===== config.mk =====
export PLATFORM = sky130hd
export DESIGN_NAME = uii_top
export DESIGN_NICKNAME = d
export VERILOG_FILES = /design/src/hdl/uii_pkg.sv /design/src/hdl/uii_char_timer.sv /design/src/hdl/uii_top.sv
export SDC_FILE = /design/constraint.sdc
export NUM_CORES = 1
export LEC_CHECK = 0
export BUFFER_PORTS_ARGS = -buffer_cell sky130_fd_sc_hd__buf_2
export CAP_MARGIN = 20
export CORE_UTILIZATION = 50
export CTS_BUF_LIST = sky130_fd_sc_hd__clkbuf_16
export DETAILED_ROUTE_END_ITERATION = 10
export PLACE_DENSITY = 0.83
export SETUP_SLACK_MARGIN = 0.05
export SYNTH_ARGS = -nofsm -noshare
export SYNTH_HDL_FRONTEND = slang
export SYNTH_SLANG_ARGS = --single-unit

===== constraint.sdc =====
create_clock -name I_MCLK -period 3.4 [get_ports I_MCLK]
set_input_delay 0.34 -clock I_MCLK [delete_from_list [all_inputs] [get_ports I_MCLK]]
set_output_delay 0.34 -clock I_MCLK [all_outputs]
set_load 0.005 [all_outputs]

===== src/hdl/uii_pkg.sv =====
// Package for the serial port interrupt identification block.
// Assumes an 8-bit host I/O bus with a 3-bit offset inside the port.
package uii_pkg;

   // ****************************************
   // Register offsets (DLAB=0 where relevant)
   // ****************************************
   localparam logic [2:0] OFS_DATA = 3'h0;   // Receive buffer / transmit holding
   localparam logic [2:0] OFS_INT_EN = 3'h1;
   localparam logic [2:0] OFS_ID   = 3'h2;   // Read: identification, write: FIFO control
   localparam logic [2:0] OFS_LSR  = 3'h5;
   localparam logic [2:0] OFS_MSR  = 3'h6;

   // ****************************************
   // Field positions and values
   // ****************************************
   localparam int         INT_EN_RX_BIT   = 0;
   localparam int         INT_EN_THRE_BIT = 1;
   localparam int         INT_EN_LS_BIT   = 2;
   localparam int         INT_EN_MS_BIT   = 3;
   localparam int         FIFO_CTL_EN_BIT = 0;
   localparam logic [7:0] ID_RESET        = 8'h01;
   localparam logic [7:0] INT_EN_RESET    = 8'h00;
   localparam logic [3:0] CODE_NONE    = 4'h1;
   localparam logic [3:0] CODE_LS      = 4'h6;
   localparam logic [3:0] CODE_RX      = 4'h4;
   localparam logic [3:0] CODE_TO      = 4'hC;
   localparam logic [3:0] CODE_THRE    = 4'h2;
   localparam logic [3:0] CODE_MS      = 4'h0;
   localparam logic [1:0] FIFO_ON      = 2'h3;
   localparam logic [1:0] FIFO_OFF     = 2'h0;

   // ****************************************
   // Counts
   // ****************************************
   localparam logic [2:0] TO_CHARS     = 3'h4;   // Idle character times before timeout

   // ****************************************
   // Types
   // ****************************************
   typedef enum logic [1:0] {
      ACC_IDLE = 2'b01,
      ACC_HELD = 2'b10
   } uii_acc_type;

   typedef struct packed {
      logic ls;
      logic rx;
      logic to;
      logic thre;
      logic ms;
   } uii_src_type;

endpackage


===== src/hdl/uii_char_timer.sv =====
// Character timeout timer for the receive FIFO.
// Assumes one tick pulse per character time from the baud logic.
`timescale 1ns/1ps
module uii_char_timer (
   // Clock and reset
   input  wire logic i_clk,
   input  wire logic i_rst,
   input  wire logic i_ce,
   // Receive FIFO view
   input  wire logic i_fifo_mode,
   input  wire logic i_nonempty,
   input  wire logic i_activity,
   input  wire logic i_char_tick,
   // Result
   output logic      o_expired
);

   logic [2:0] cnt_q;

   // Saturates so that one idle stretch gives one expiry pulse only
   always_ff @(posedge i_clk) begin
      if (i_rst) begin
         cnt_q <= 3'h0;
      end else if (i_ce) begin
         if (!i_fifo_mode || !i_nonempty || i_activity) begin
            cnt_q <= 3'h0;
         end else if (i_char_tick && cnt_q != uii_pkg::TO_CHARS) begin
            cnt_q <= cnt_q + 3'h1;
         end
      end
   end

   assign o_expired = i_fifo_mode && i_nonempty && !i_activity && i_char_tick &&
                      (cnt_q == uii_pkg::TO_CHARS - 3'h1);

endmodule // uii_char_timer


===== src/hdl/uii_top.sv =====
// Interrupt prioritisation and identification for one serial port.
// Assumes condition pulses and levels from the serial core, synchronous to I_MCLK,
// and a host bus whose read strobe stays high for the whole access.
`timescale 1ns/1ps

// Notes on behaviour
// - Identification register at offset 2, resets 01
// - Priority: line status, rx data, THRE, modem
// - Read start freezes the reported value
// - Conditions still recorded while value frozen
// - Bits 7:6 are 11 or 00 only
// - Bit 3 zero outside FIFO mode
// - Timeout after four idle character times
// - Timeout code 1100, ranked just below rx data
// - Bit 0 low when pending, else 0001
// - Line errors code 11, cleared by LSR read
// - Rx data code 10, cleared reading buffer
// - Timeout cleared by reading receive buffer
// - THRE code 01, cleared by write or read
// - Modem change code 00, cleared MSR read
// - Disabled conditions neither shown nor requested
// - Rx data enable also gates timeout
// - FIFO mode follows FIFO control bit 0
module uii_top (
   // Clock, reset, enable
   input  wire logic       I_MCLK,
   input  wire logic       I_RST,
   input  wire logic       I_CE,
   // Host I/O bus
   input  wire logic [2:0] I_ADDR,
   input  wire logic       I_RD,
   input  wire logic       I_WR,
   input  wire logic       I_DLAB,
   input  wire logic [7:0] I_WDATA,
   output logic      [7:0] O_ID_DATA,
   output logic      [7:0] O_INT_EN,
   output logic            O_FIFO_MODE,
   // Serial core conditions
   input  wire logic       I_LINE_ERR,
   input  wire logic       I_RX_AVAIL,
   input  wire logic       I_THRE_SET,
   input  wire logic       I_MODEM_CHG,
   input  wire logic       I_RX_NONEMPTY,
   input  wire logic       I_RX_ACTIVITY,
   input  wire logic       I_CHAR_TICK,
   // Interrupt request
   output logic            O_IRQ
);

   // ****************************************
   // Bus decode
   // ****************************************
   logic rd_ident;
   logic rd_rbr;
   logic wr_thr;
   logic rd_lsr;
   logic rd_msr;
   logic wr_int_en;
   logic wr_fifo_ctl;
   logic ident_done;

   assign rd_ident    = I_RD && I_ADDR == uii_pkg::OFS_ID;
   assign rd_rbr      = I_RD && !I_DLAB && I_ADDR == uii_pkg::OFS_DATA;
   assign wr_thr      = I_WR && !I_DLAB && I_ADDR == uii_pkg::OFS_DATA;
   assign rd_lsr      = I_RD && I_ADDR == uii_pkg::OFS_LSR;
   assign rd_msr      = I_RD && I_ADDR == uii_pkg::OFS_MSR;
   assign wr_int_en   = I_WR && !I_DLAB && I_ADDR == uii_pkg::OFS_INT_EN;
   assign wr_fifo_ctl = I_WR && I_ADDR == uii_pkg::OFS_ID;

   // ****************************************
   // Control registers
   // ****************************************
   logic [3:0] int_en_q;
   logic       fifo_q;

   always_ff @(posedge I_MCLK) begin
      if (I_RST) begin
         int_en_q <= uii_pkg::INT_EN_RESET[3:0];
      end else if (I_CE && wr_int_en) begin
         int_en_q <= I_WDATA[3:0];
      end
   end

   always_ff @(posedge I_MCLK) begin
      if (I_RST) begin
         fifo_q <= 1'b0;
      end else if (I_CE && wr_fifo_ctl) begin
         fifo_q <= I_WDATA[uii_pkg::FIFO_CTL_EN_BIT];
      end
   end

   assign O_INT_EN    = {4'h0, int_en_q};
   assign O_FIFO_MODE = fifo_q;

   // ****************************************
   // Access tracking
   // ****************************************
   uii_pkg::uii_acc_type acc_q;
   logic                 access_q;

   always_ff @(posedge I_MCLK) begin
      if (I_RST) begin
         acc_q <= uii_pkg::ACC_IDLE;
      end else if (I_CE) begin
         case (acc_q)
            uii_pkg::ACC_IDLE: begin
               if (rd_ident) begin
                  acc_q <= uii_pkg::ACC_HELD;
               end
            end
            uii_pkg::ACC_HELD: begin
               if (!rd_ident) begin
                  acc_q <= uii_pkg::ACC_IDLE;
               end
            end
            default: begin
               acc_q <= uii_pkg::ACC_IDLE;
            end
         endcase
      end
   end

   assign access_q = acc_q == uii_pkg::ACC_HELD;
   assign ident_done = access_q && !rd_ident;

   // ****************************************
   // Condition flags
   // ****************************************
   logic ls_q;
   logic to_q;
   logic thre_q;
   logic ms_q;
   logic to_expired;

   uii_char_timer u_timer (
      .i_clk       (I_MCLK),
      .i_rst       (I_RST),
      .i_ce        (I_CE),
      .i_fifo_mode (fifo_q),
      .i_nonempty  (I_RX_NONEMPTY),
      .i_activity  (I_RX_ACTIVITY),
      .i_char_tick (I_CHAR_TICK),
      .o_expired   (to_expired)
   );

   // Flags keep recording during a held read; set beats clear in the same cycle
   always_ff @(posedge I_MCLK) begin
      if (I_RST) begin
         ls_q <= 1'b0;
      end else if (I_CE) begin
         if (I_LINE_ERR) begin
            ls_q <= 1'b1;
         end else if (rd_lsr) begin
            ls_q <= 1'b0;
         end
      end
   end

   always_ff @(posedge I_MCLK) begin
      if (I_RST) begin
         to_q <= 1'b0;
      end else if (I_CE) begin
         if (!fifo_q) begin
            to_q <= 1'b0;
         end else if (to_expired) begin
            to_q <= 1'b1;
         end else if (rd_rbr) begin
            to_q <= 1'b0;
         end
      end
   end

   // Cleared by a transmit holding write, or at the end of the read that actually showed it
   always_ff @(posedge I_MCLK) begin
      if (I_RST) begin
         thre_q <= 1'b0;
      end else if (I_CE) begin
         if (I_THRE_SET) begin
            thre_q <= 1'b1;
         end else if (wr_thr || (ident_done && O_ID_DATA[3:0] == uii_pkg::CODE_THRE)) begin
            thre_q <= 1'b0;
         end
      end
   end

   always_ff @(posedge I_MCLK) begin
      if (I_RST) begin
         ms_q <= 1'b0;
      end else if (I_CE) begin
         if (I_MODEM_CHG) begin
            ms_q <= 1'b1;
         end else if (rd_msr) begin
            ms_q <= 1'b0;
         end
      end
   end

   // Rx data is a live level from the core; its clear is the buffer read there
   uii_pkg::uii_src_type pend;

   always_comb begin
      pend.ls   = ls_q && int_en_q[uii_pkg::INT_EN_LS_BIT];
      pend.rx   = I_RX_AVAIL && int_en_q[uii_pkg::INT_EN_RX_BIT];
      pend.to   = to_q && fifo_q && int_en_q[uii_pkg::INT_EN_RX_BIT];
      pend.thre = thre_q && int_en_q[uii_pkg::INT_EN_THRE_BIT];
      pend.ms   = ms_q && int_en_q[uii_pkg::INT_EN_MS_BIT];
   end

   assign O_IRQ = |pend;

   // ****************************************
   // Identification value
   // ****************************************
   logic [3:0] code_d;
   logic [7:0] id_d;
   logic [7:0] id_q;

   always_comb begin
      if (pend.ls) begin
         code_d = uii_pkg::CODE_LS;
      end else if (pend.rx) begin
         code_d = uii_pkg::CODE_RX;
      end else if (pend.to) begin
         code_d = uii_pkg::CODE_TO;
      end else if (pend.thre) begin
         code_d = uii_pkg::CODE_THRE;
      end else if (pend.ms) begin
         code_d = uii_pkg::CODE_MS;
      end else begin
         code_d = uii_pkg::CODE_NONE;
      end
      id_d = {fifo_q ? uii_pkg::FIFO_ON : uii_pkg::FIFO_OFF, 2'h0, code_d};
   end

   // Snapshot taken at the edge the read is first seen, then held to its end
   always_ff @(posedge I_MCLK) begin
      if (I_RST) begin
         id_q <= uii_pkg::ID_RESET;
      end else if (I_CE && !access_q) begin
         id_q <= id_d;
      end
   end

   assign O_ID_DATA = id_q;
endmodule // uii_top


==> summary by stage, run 1 <==
Logic synthesis
The mapped netlist covers a little over 1000 um2. After synthesis the netlist holds a flip-flop and latch count of 19. After technology mapping, the gate count stands at 120. The synthesized area divided by synthesized cell count is slightly below 9 um2. Sorting the synthesized cells by area gives the leading types as sky130_fd_sc_hd__dfxtp_1, sky130_fd_sc_hd__buf_4, sky130_fd_sc_hd__a21oi_1. The cell taking the most area after synthesis is sky130_fd_sc_hd__dfxtp_1.

The number of distinct library cells after synthesis is 39. The share of synthesized area in the top cell type comes to 0.3663. The count of synthesis-stage warnings from yosys is 0.

For this run, the register share of the synthesized area comes to 0.3663.

Status
The flow ran to the end, but the final reports show violations. The checks that failed: design-rule violations.

Finish
The commonest non-fill, non-tap cell in the layout is sky130_fd_sc_hd__buf_2. The growth of design area from synthesis to finish is 20.36%. The top cell types in the final layout, fill and taps aside, are sky130_fd_sc_hd__buf_2, sky130_fd_sc_hd__dfxtp_1, sky130_fd_sc_hd__a21oi_1, sky130_fd_sc_hd__nand3_1, sky130_fd_sc_hd__o21ai_0. After filler insertion, the fill cell instance count of the layout stands at between 150 and 200. The final cell count without fillers is 176.

In the final design database the tool counted about 180 nets. The fraction of final layout cells with drive strength greater than 1 is 0.2819. The count of inserted antenna diode cells is 0. After routing the design area is 1250 um2. In the final layout, flip-flops and latches occupy about 380 um2.

The multi-input combinational cells in the finished layout cover a total of ~580 um2.

Power
The peak supply drop is slightly above 0.3 mV. For this design the static power due to leakage is 0.5418 nW. The sum of internal, switching and leakage power is around 0.00052 W. Dividing total power by cell area gives a power density of ~420 nW/um2.

Route
The count of vias placed by the detailed router is slightly below 1000. The detailed-route DRC error count is 1. The first routing iteration left 28 violations.

In the routed layout, each cell is associated on average with a via count of 5.648. The total wire length after detailed routing is around 2400 um. In this run the remaining antenna-violating nets after routing total 0. The routed wirelength normalized by instance count is around 14 um.

The first-pass detailed-route iteration total is 7.

Floorplanning
The die is around 48 um wide. The die covers 2263 um2. For this configuration, the core starts out at a cell density of 0.5293. The I/O pin total is 42. The count of standard-cell rows is 16. The core region is 1962 um2. The die is 47.58 um tall.

Timing
The total count of max-transition violations in the final report is 0. Subtracting the final worst setup slack from the clock period gives 1.658 ns. For this run, the top clock speed supported by timing is about 600 MHz. Setup repair after global routing left no endpoint under its margin. The final worst-path cycle share is 0.4875. The clock arrives with between 0.002 and 0.003 ns of skew.

The setup slack after layout is approximately 1.7 ns. Setup violations remaining at the end of the flow were counted as 0. Setup total negative slack on the finished layout was measured at 0 ns. The final count of hold timing violations is 0.

Place
Counting tap cells, the placed design contains a total of approximately 170 instances. The post-place instance area is roughly 1200 um2. Routability-driven placement finished with a final weighted congestion of 0.7522.

The worst-case setup slack after placement is around 1.9 ns. Summed over all nets, the half-perimeter wirelength after detailed placement is between 1500 and 2000 um. Port buffering added 31 buffers.

Setup path
Data arrives at the worst endpoint at 1.32 ns. The critical path in this run is classified as register to primary output. The element type at the critical path end is a primary output. In this run the worst path has a maximum fanout of 7.

The worst setup path is launched from a register. At the worst endpoint, the required time is about 3 ns.

Clock network
Clock tree synthesis found a total of 19 sinks. The total clock buffers created by CTS is 3. The maximum buffer depth of the clock tree is 2. The clock reaches the later pin of the worst-skew pair after roughly 0.25 ns. Hold repair after CTS inserted 0 buffers. CTS built an H-tree with a depth of 1.

TritonCTS built the clock tree. The post-CTS repair timing setup buffer count is 0. The clock input transition at the sequential cells of the worst setup and hold paths is around 0.05 ns.

CTS placed an instance of sky130_fd_sc_hd__clkbuf_16 at the clock tree root. Post-CTS repair changed the size of 0 cells.

Global route
The overall global routing resource usage is 0.2369. The via count of the first global-routing pass was around 900. The first global-routing pass estimated 3788 um of wire.

The largest net degree at the start of global routing is 24. The initial antenna violation count is 0. The total congestion overflow is 0.

Hold path
The worst hold-check path type is input port to register.

Flow run
The number of violations of the max-capacitance limit is 0.
## state kept, by name, summed over array words and instances (netlist names)
| name | flops |
|---|---|
| O_ID_DATA | 5 |
| ms_q | 1 |
| int_en_q | 4 |
| ls_q | 1 |
| to_q | 1 |
| u_timer.cnt_q | 3 |
| thre_q | 1 |
| O_FIFO_MODE | 1 |
| acc_q | 2 |
## synthesized netlist by cell type
cell / count
sky130_fd_sc_hd__and4b_1: 1
sky130_fd_sc_hd__nand3_1: 9
sky130_fd_sc_hd__o21ai_0: 9
sky130_fd_sc_hd__and3b_1: 2
sky130_fd_sc_hd__nand2_1: 8
sky130_fd_sc_hd__nor3b_1: 1
sky130_fd_sc_hd__or2_2: 1
sky130_fd_sc_hd__nor4_1: 1
sky130_fd_sc_hd__and4bb_2: 2
sky130_fd_sc_hd__o31ai_1: 1
sky130_fd_sc_hd__a21oi_1: 13
sky130_fd_sc_hd__o221a_2: 1
sky130_fd_sc_hd__o221ai_1: 1
sky130_fd_sc_hd__buf_1: 1
sky130_fd_sc_hd__nor2_1: 2
sky130_fd_sc_hd__a21boi_0: 3
sky130_fd_sc_hd__a31o_2: 1
sky130_fd_sc_hd__a211oi_1: 1
sky130_fd_sc_hd__nand4bb_1: 1
sky130_fd_sc_hd__buf_4: 9
sky130_fd_sc_hd__a22oi_1: 1
sky130_fd_sc_hd__a21o_1: 1
sky130_fd_sc_hd__o32ai_1: 2
sky130_fd_sc_hd__a21bo_2: 2
sky130_fd_sc_hd__o22ai_1: 1
sky130_fd_sc_hd__o311ai_0: 1
sky130_fd_sc_hd__nand4_1: 3
sky130_fd_sc_hd__a311o_1: 1
sky130_fd_sc_hd__o31a_1: 1
sky130_fd_sc_hd__and2b_1: 2
sky130_fd_sc_hd__ha_1: 3
sky130_fd_sc_hd__nor2b_1: 1
sky130_fd_sc_hd__nand2b_1: 3
sky130_fd_sc_hd__or4b_1: 2
sky130_fd_sc_hd__inv_1: 6
sky130_fd_sc_hd__buf_2: 1
sky130_fd_sc_hd__nor4bb_1: 1
sky130_fd_sc_hd__dfxtp_1: 19
sky130_fd_sc_hd__conb_1: 1
## stage by stage
| stage | hold slack [ns] | util |
|---|---|---|
| 6_report | 0.3279 | 0.6371 |
| 5_1_grt | 0.3384 | 0.6371 |
| 4_1_cts | 0.3298 | 0.6371 |
| 3_5_place_dp | 0.4750 | 0.5963 |
| 3_3_place_gp | 0.4676 | 0.5963 |
| 2_1_floorplan | 0.4496 | - |
## metal layers
layer  vias to the layer above  GRT usage  wire length [um]
met5                         -          0                 0
met4                         0     0.1056                11
met3                         2    0.03774                99
met2                        32     0.3973              1198
met1                       469     0.3002              1094
li1                        491          -                 -
## worst max-delay path: stages, from the launching register on
cell and delay [ns]:
sky130_fd_sc_hd__dfxtp_1 0.37, sky130_fd_sc_hd__a21o_1 0.19, sky130_fd_sc_hd__a21boi_0 0.30, sky130_fd_sc_hd__nand2_1 0.08, sky130_fd_sc_hd__buf_2 0.13
## worst paths after layout
check	startpoint	endpoint	slack (ns)	cells past startpoint
max	O_FIFO_MODE	O_IRQ	1.74	4
min	I_MODEM_CHG	ms_q	0.33	3
max reg2reg	O_ID_DATA[0]	thre_q	2.04	3
min reg2reg	ls_q	ls_q	0.48	2
## cells by family (layout without fill, tap and decap cells)
family,after synthesis,in the layout,synth area share
other,1,6,0.003611
AOI/OAI and AO/OA,40,40,0.2530
and+or+nand+nor,40,40,0.2458
buffers and inverters,17,41,0.09517
DFF,19,19,0.3663
adders and majority gates,3,3,0.03615
## where the power goes
part | internal (W) | total (W) | switching (W)
sequential | 0.000228 | 0.000232 | 0.00000387
clock | 0.000158 | 0.000241 | 0.0000832
combinational | 0.0000211 | 0.0000480 | 0.0000269
total | 0.000407 | 0.000521 | 0.000114
## final cells by class
cell class	count	area share
clock inverters	1	0.004004
well taps	27	0.02703
inverters	6	0.01802
clock buffers	3	0.06006
repair buffers	31	0.1241
flip-flops and latches	19	0.3043
multi-input cells	89	0.4625
Note: power is estimated with default switching activity, not from simulation.
==> run 2, diff against run 1 <==
--- a/config.mk
+++ b/config.mk
@@ -7,10 +7,10 @@
 export LEC_CHECK = 0
 export BUFFER_PORTS_ARGS = -buffer_cell sky130_fd_sc_hd__buf_2
 export CAP_MARGIN = 20
-export CORE_UTILIZATION = 50
+export CORE_UTILIZATION = 42
 export CTS_BUF_LIST = sky130_fd_sc_hd__clkbuf_16
 export DETAILED_ROUTE_END_ITERATION = 10
-export PLACE_DENSITY = 0.83
+export PLACE_DENSITY = 0.75
 export SETUP_SLACK_MARGIN = 0.05
 export SYNTH_ARGS = -nofsm -noshare
 export SYNTH_HDL_FRONTEND = slang
==> constraint.sdc (replaced) <==
create_clock -name I_MCLK -period 1.5 [get_ports I_MCLK]
set_input_delay 0.15 -clock I_MCLK [delete_from_list [all_inputs] [get_ports I_MCLK]]
set_output_delay 0.15 -clock I_MCLK [all_outputs]
set_load 0.005 [all_outputs]
==> run 2 against run 1 <==
Net effect:
- the run now ends clean
- first-iteration DRC count is 36% lower
- via count is 2.9% higher
- cell area is 1.2% higher
- critical path depth stayed put
- global-route usage is 2.8 points lower
- flip-flop and latch count stayed put
- largest power group unchanged
==> summary by stage, run 2 (same netlist as run 1, synthesis figures left out) <==
Status
Outcome: completed (was finished, violations left).

Finish
The commonest non-fill, non-tap cell in the layout is sky130_fd_sc_hd__buf_2 (unchanged). The combined flip-flop and latch cell area is 380.4 um2 (unchanged). The total area of multi-input combinational cells is 585.6 um2 (was 578.1 um2). The growth of design area from synthesis to finish is 21.81% (was 20.36%). The number of nets in the final layout was 178 (was 177). The count of inserted antenna diode cells is 0 (unchanged).

The final standard cell utilization of the core is 0.5558 (was 0.6371). The fraction of final layout cells with drive strength greater than 1 is 0.2933 (was 0.2819). The area of all placed cells without fillers was 1265 um2 (was 1250 um2). The number of inserted filler cells in the final layout is 226 (was 198).

Commonest cells after routing, fill and taps aside: sky130_fd_sc_hd__buf_2, sky130_fd_sc_hd__dfxtp_1, sky130_fd_sc_hd__a21oi_1, sky130_fd_sc_hd__nand3_1, sky130_fd_sc_hd__o21ai_0 (unchanged). The flip-flop count of the largest register, all copies and words added is 5 (unchanged).

Route
The count of vias placed by the detailed router came to 1023 (was 994). The detailed-route DRC error count was 0 (was 1). The routed wirelength normalized by instance count is 13.62 um (was 13.66 um).

The DRC violation total after the first TritonRoute iteration is 18 (was 28). The post-detailed-route via-to-cell ratio is 5.747 (was 5.648). The final antenna-violating net count is 0 (unchanged). The total wire length after detailed routing is 2425 um (was 2404 um). The first-pass detailed-route iteration total is 4 (was 7).

Clock network
The clock latency of the later-clocked register in the worst-skew pair was 0.25 ns (about the same). The H-tree depth is 1 (unchanged). The maximum buffer depth of the clock tree is 2 (unchanged). The CTS tree was yes (unchanged). The clock sink count is 19 (unchanged). The total clock buffers created by CTS is 3 (unchanged). The CTS root buffer was sky130_fd_sc_hd__clkbuf_16 (unchanged).

The clock input transition at the sequential cells of the worst setup and hold paths came to 0.05 ns (about the same).

Floorplanning
The die footprint is 2675 um2 (was 2263 um2). The floorplan die width is 51.73 um (was 47.58 um). The I/O pin total is 42 (unchanged). The initial core utilization is 0.4563 (was 0.5293). The count of standard-cell rows is 17 (was 16). The area of the core is 2276 um2 (was 1962 um2). The die extent in y came to 51.73 um (was 47.58 um).

Timing
The maximum clock frequency is roughly 740 MHz. The final number of setup-violating endpoints is 0 (unchanged). The largest clock skew in the final design is 0.005101 ns (was 0.002836 ns).

The final worst-path cycle share is 0.9070. The minimum clock period after layout is approximately 1.4 ns. The setup TNS came to 0 ns (unchanged). Setup repair after global routing missed its margin: false (unchanged).

The final hold slack is 0.1481 ns (was 0.3279 ns). The setup slack after layout was 0.1395 ns (was 1.742 ns). The final count of hold timing violations is 0 (unchanged).

The total count of max-transition violations in the final report is 0 (unchanged).

Setup path
The element type at the critical path end is a primary output (unchanged). The kind of launch point of the worst setup path is a register (unchanged). The classification of the worst setup path is register to primary output (unchanged). The critical path data arrival time is 1.21 ns (was 1.32 ns). The largest driver fanout on the critical path is 7 (unchanged).

The data required time of the worst path is 1.35 ns (was 3.06 ns).

Global route
The total congestion overflow was 0 (unchanged). The overall global routing resource usage is 0.2090 (was 0.2369). The wire length of the first global-routing pass is 4105 um (was 3788 um). The initial antenna violation count is 0 (unchanged).

The via count of the first global-routing pass was 958 (was 903). The largest net degree at the start of global routing was 24 (unchanged).

Place
The last weighted congestion value of the routability-driven placer is 0.7601 (was 0.7522). The port buffer count is 31 (unchanged). The post-place instance area is 1179 um2 (was 1170 um2). The worst-case setup slack after placement is 0.1429 ns (was 1.902 ns). The half-perimeter wire length after detailed placement was 1833 um (was 1724 um).

Hold path
The worst hold-check path type is input port to register (unchanged).

Power
The total power divided by cell area came to 929.8 nW/um2 (was 416.5 nW/um2). The static leakage came to 0.5489 nW (was 0.5418 nW). The peak supply drop is 0.5894 mV (was 0.3090 mV).

Flow run
The number of violations of the max-capacitance limit is 0 (unchanged).
==> run 2: cell types whose count changed in the layout (fill, tap and decap cells not counted), sizes merged <==
cell    previous run  this run
inv                6         7
clkinv             1         0
buf               31        32
==> run 2: worst max-delay path: stages, from the launching register on <==
cell	delay (ns)
sky130_fd_sc_hd__dfxtp_1	0.38
sky130_fd_sc_hd__a21o_1	0.21
sky130_fd_sc_hd__a21boi_2	0.17
sky130_fd_sc_hd__nand2_1	0.07
sky130_fd_sc_hd__buf_2	0.13
==> run 2: where the power goes <==
group	switching [W]	total [W]	internal, W
Combinational	0.0000628	0.000113	0.0000499
Clock	0.000183	0.000538	0.000355
Sequential	0.00000852	0.000526	0.000517
Total	0.000254	0.00118	0.000922
==> run 2: final cells by class <==
class | instances | share of cell area
clock buffers | 3 | 0.05935
well taps | 28 | 0.02770
clock inverters | 1 | 0.002967
flip-flops and latches | 19 | 0.3007
repair buffers | 32 | 0.1286
multi-input cells | 89 | 0.4629
inverters | 6 | 0.01780
==> run 2: metrics by stage <==
step | power (W) | cells
after detailed placement | 0.0006462 | 174
after global placement | 0.0006416 | 174
after global routing | 0.001225 | 178
after CTS | 0.001187 | 178
final | 0.001176 | 178
after floorplan | 0.0006084 | 125
==> run 2: path summary, 6_finish.rpt <==
path	to	start	cells after the start	slack (ns)
min reg2reg	O_ID_DATA[6]	O_ID_DATA[6]	2	0.49
max reg2reg	u_timer.cnt_q[0]	u_timer.cnt_q[0]	5	0.22
min	ms_q	I_MODEM_CHG	3	0.15
max	O_IRQ	O_FIFO_MODE	4	0.14
==> run 2: repair_timing <==
action                     4_1_cts  5_1_grt
hold buffers                     0        0
pin swaps                        0        0
resized for setup                1        2
setup endpoints to repair        1        3
cloned                           0        0
setup buffers                    0        0
==> run 2: metal layers <==
metal  vias to the layer above  wire (um)  GRT usage
li1                        495          -          -
met1                       489       1077     0.2558
met2                        36       1184     0.3528
met3                         3        130    0.04678
met4                         0         31    0.08108
met5                         -          0          0
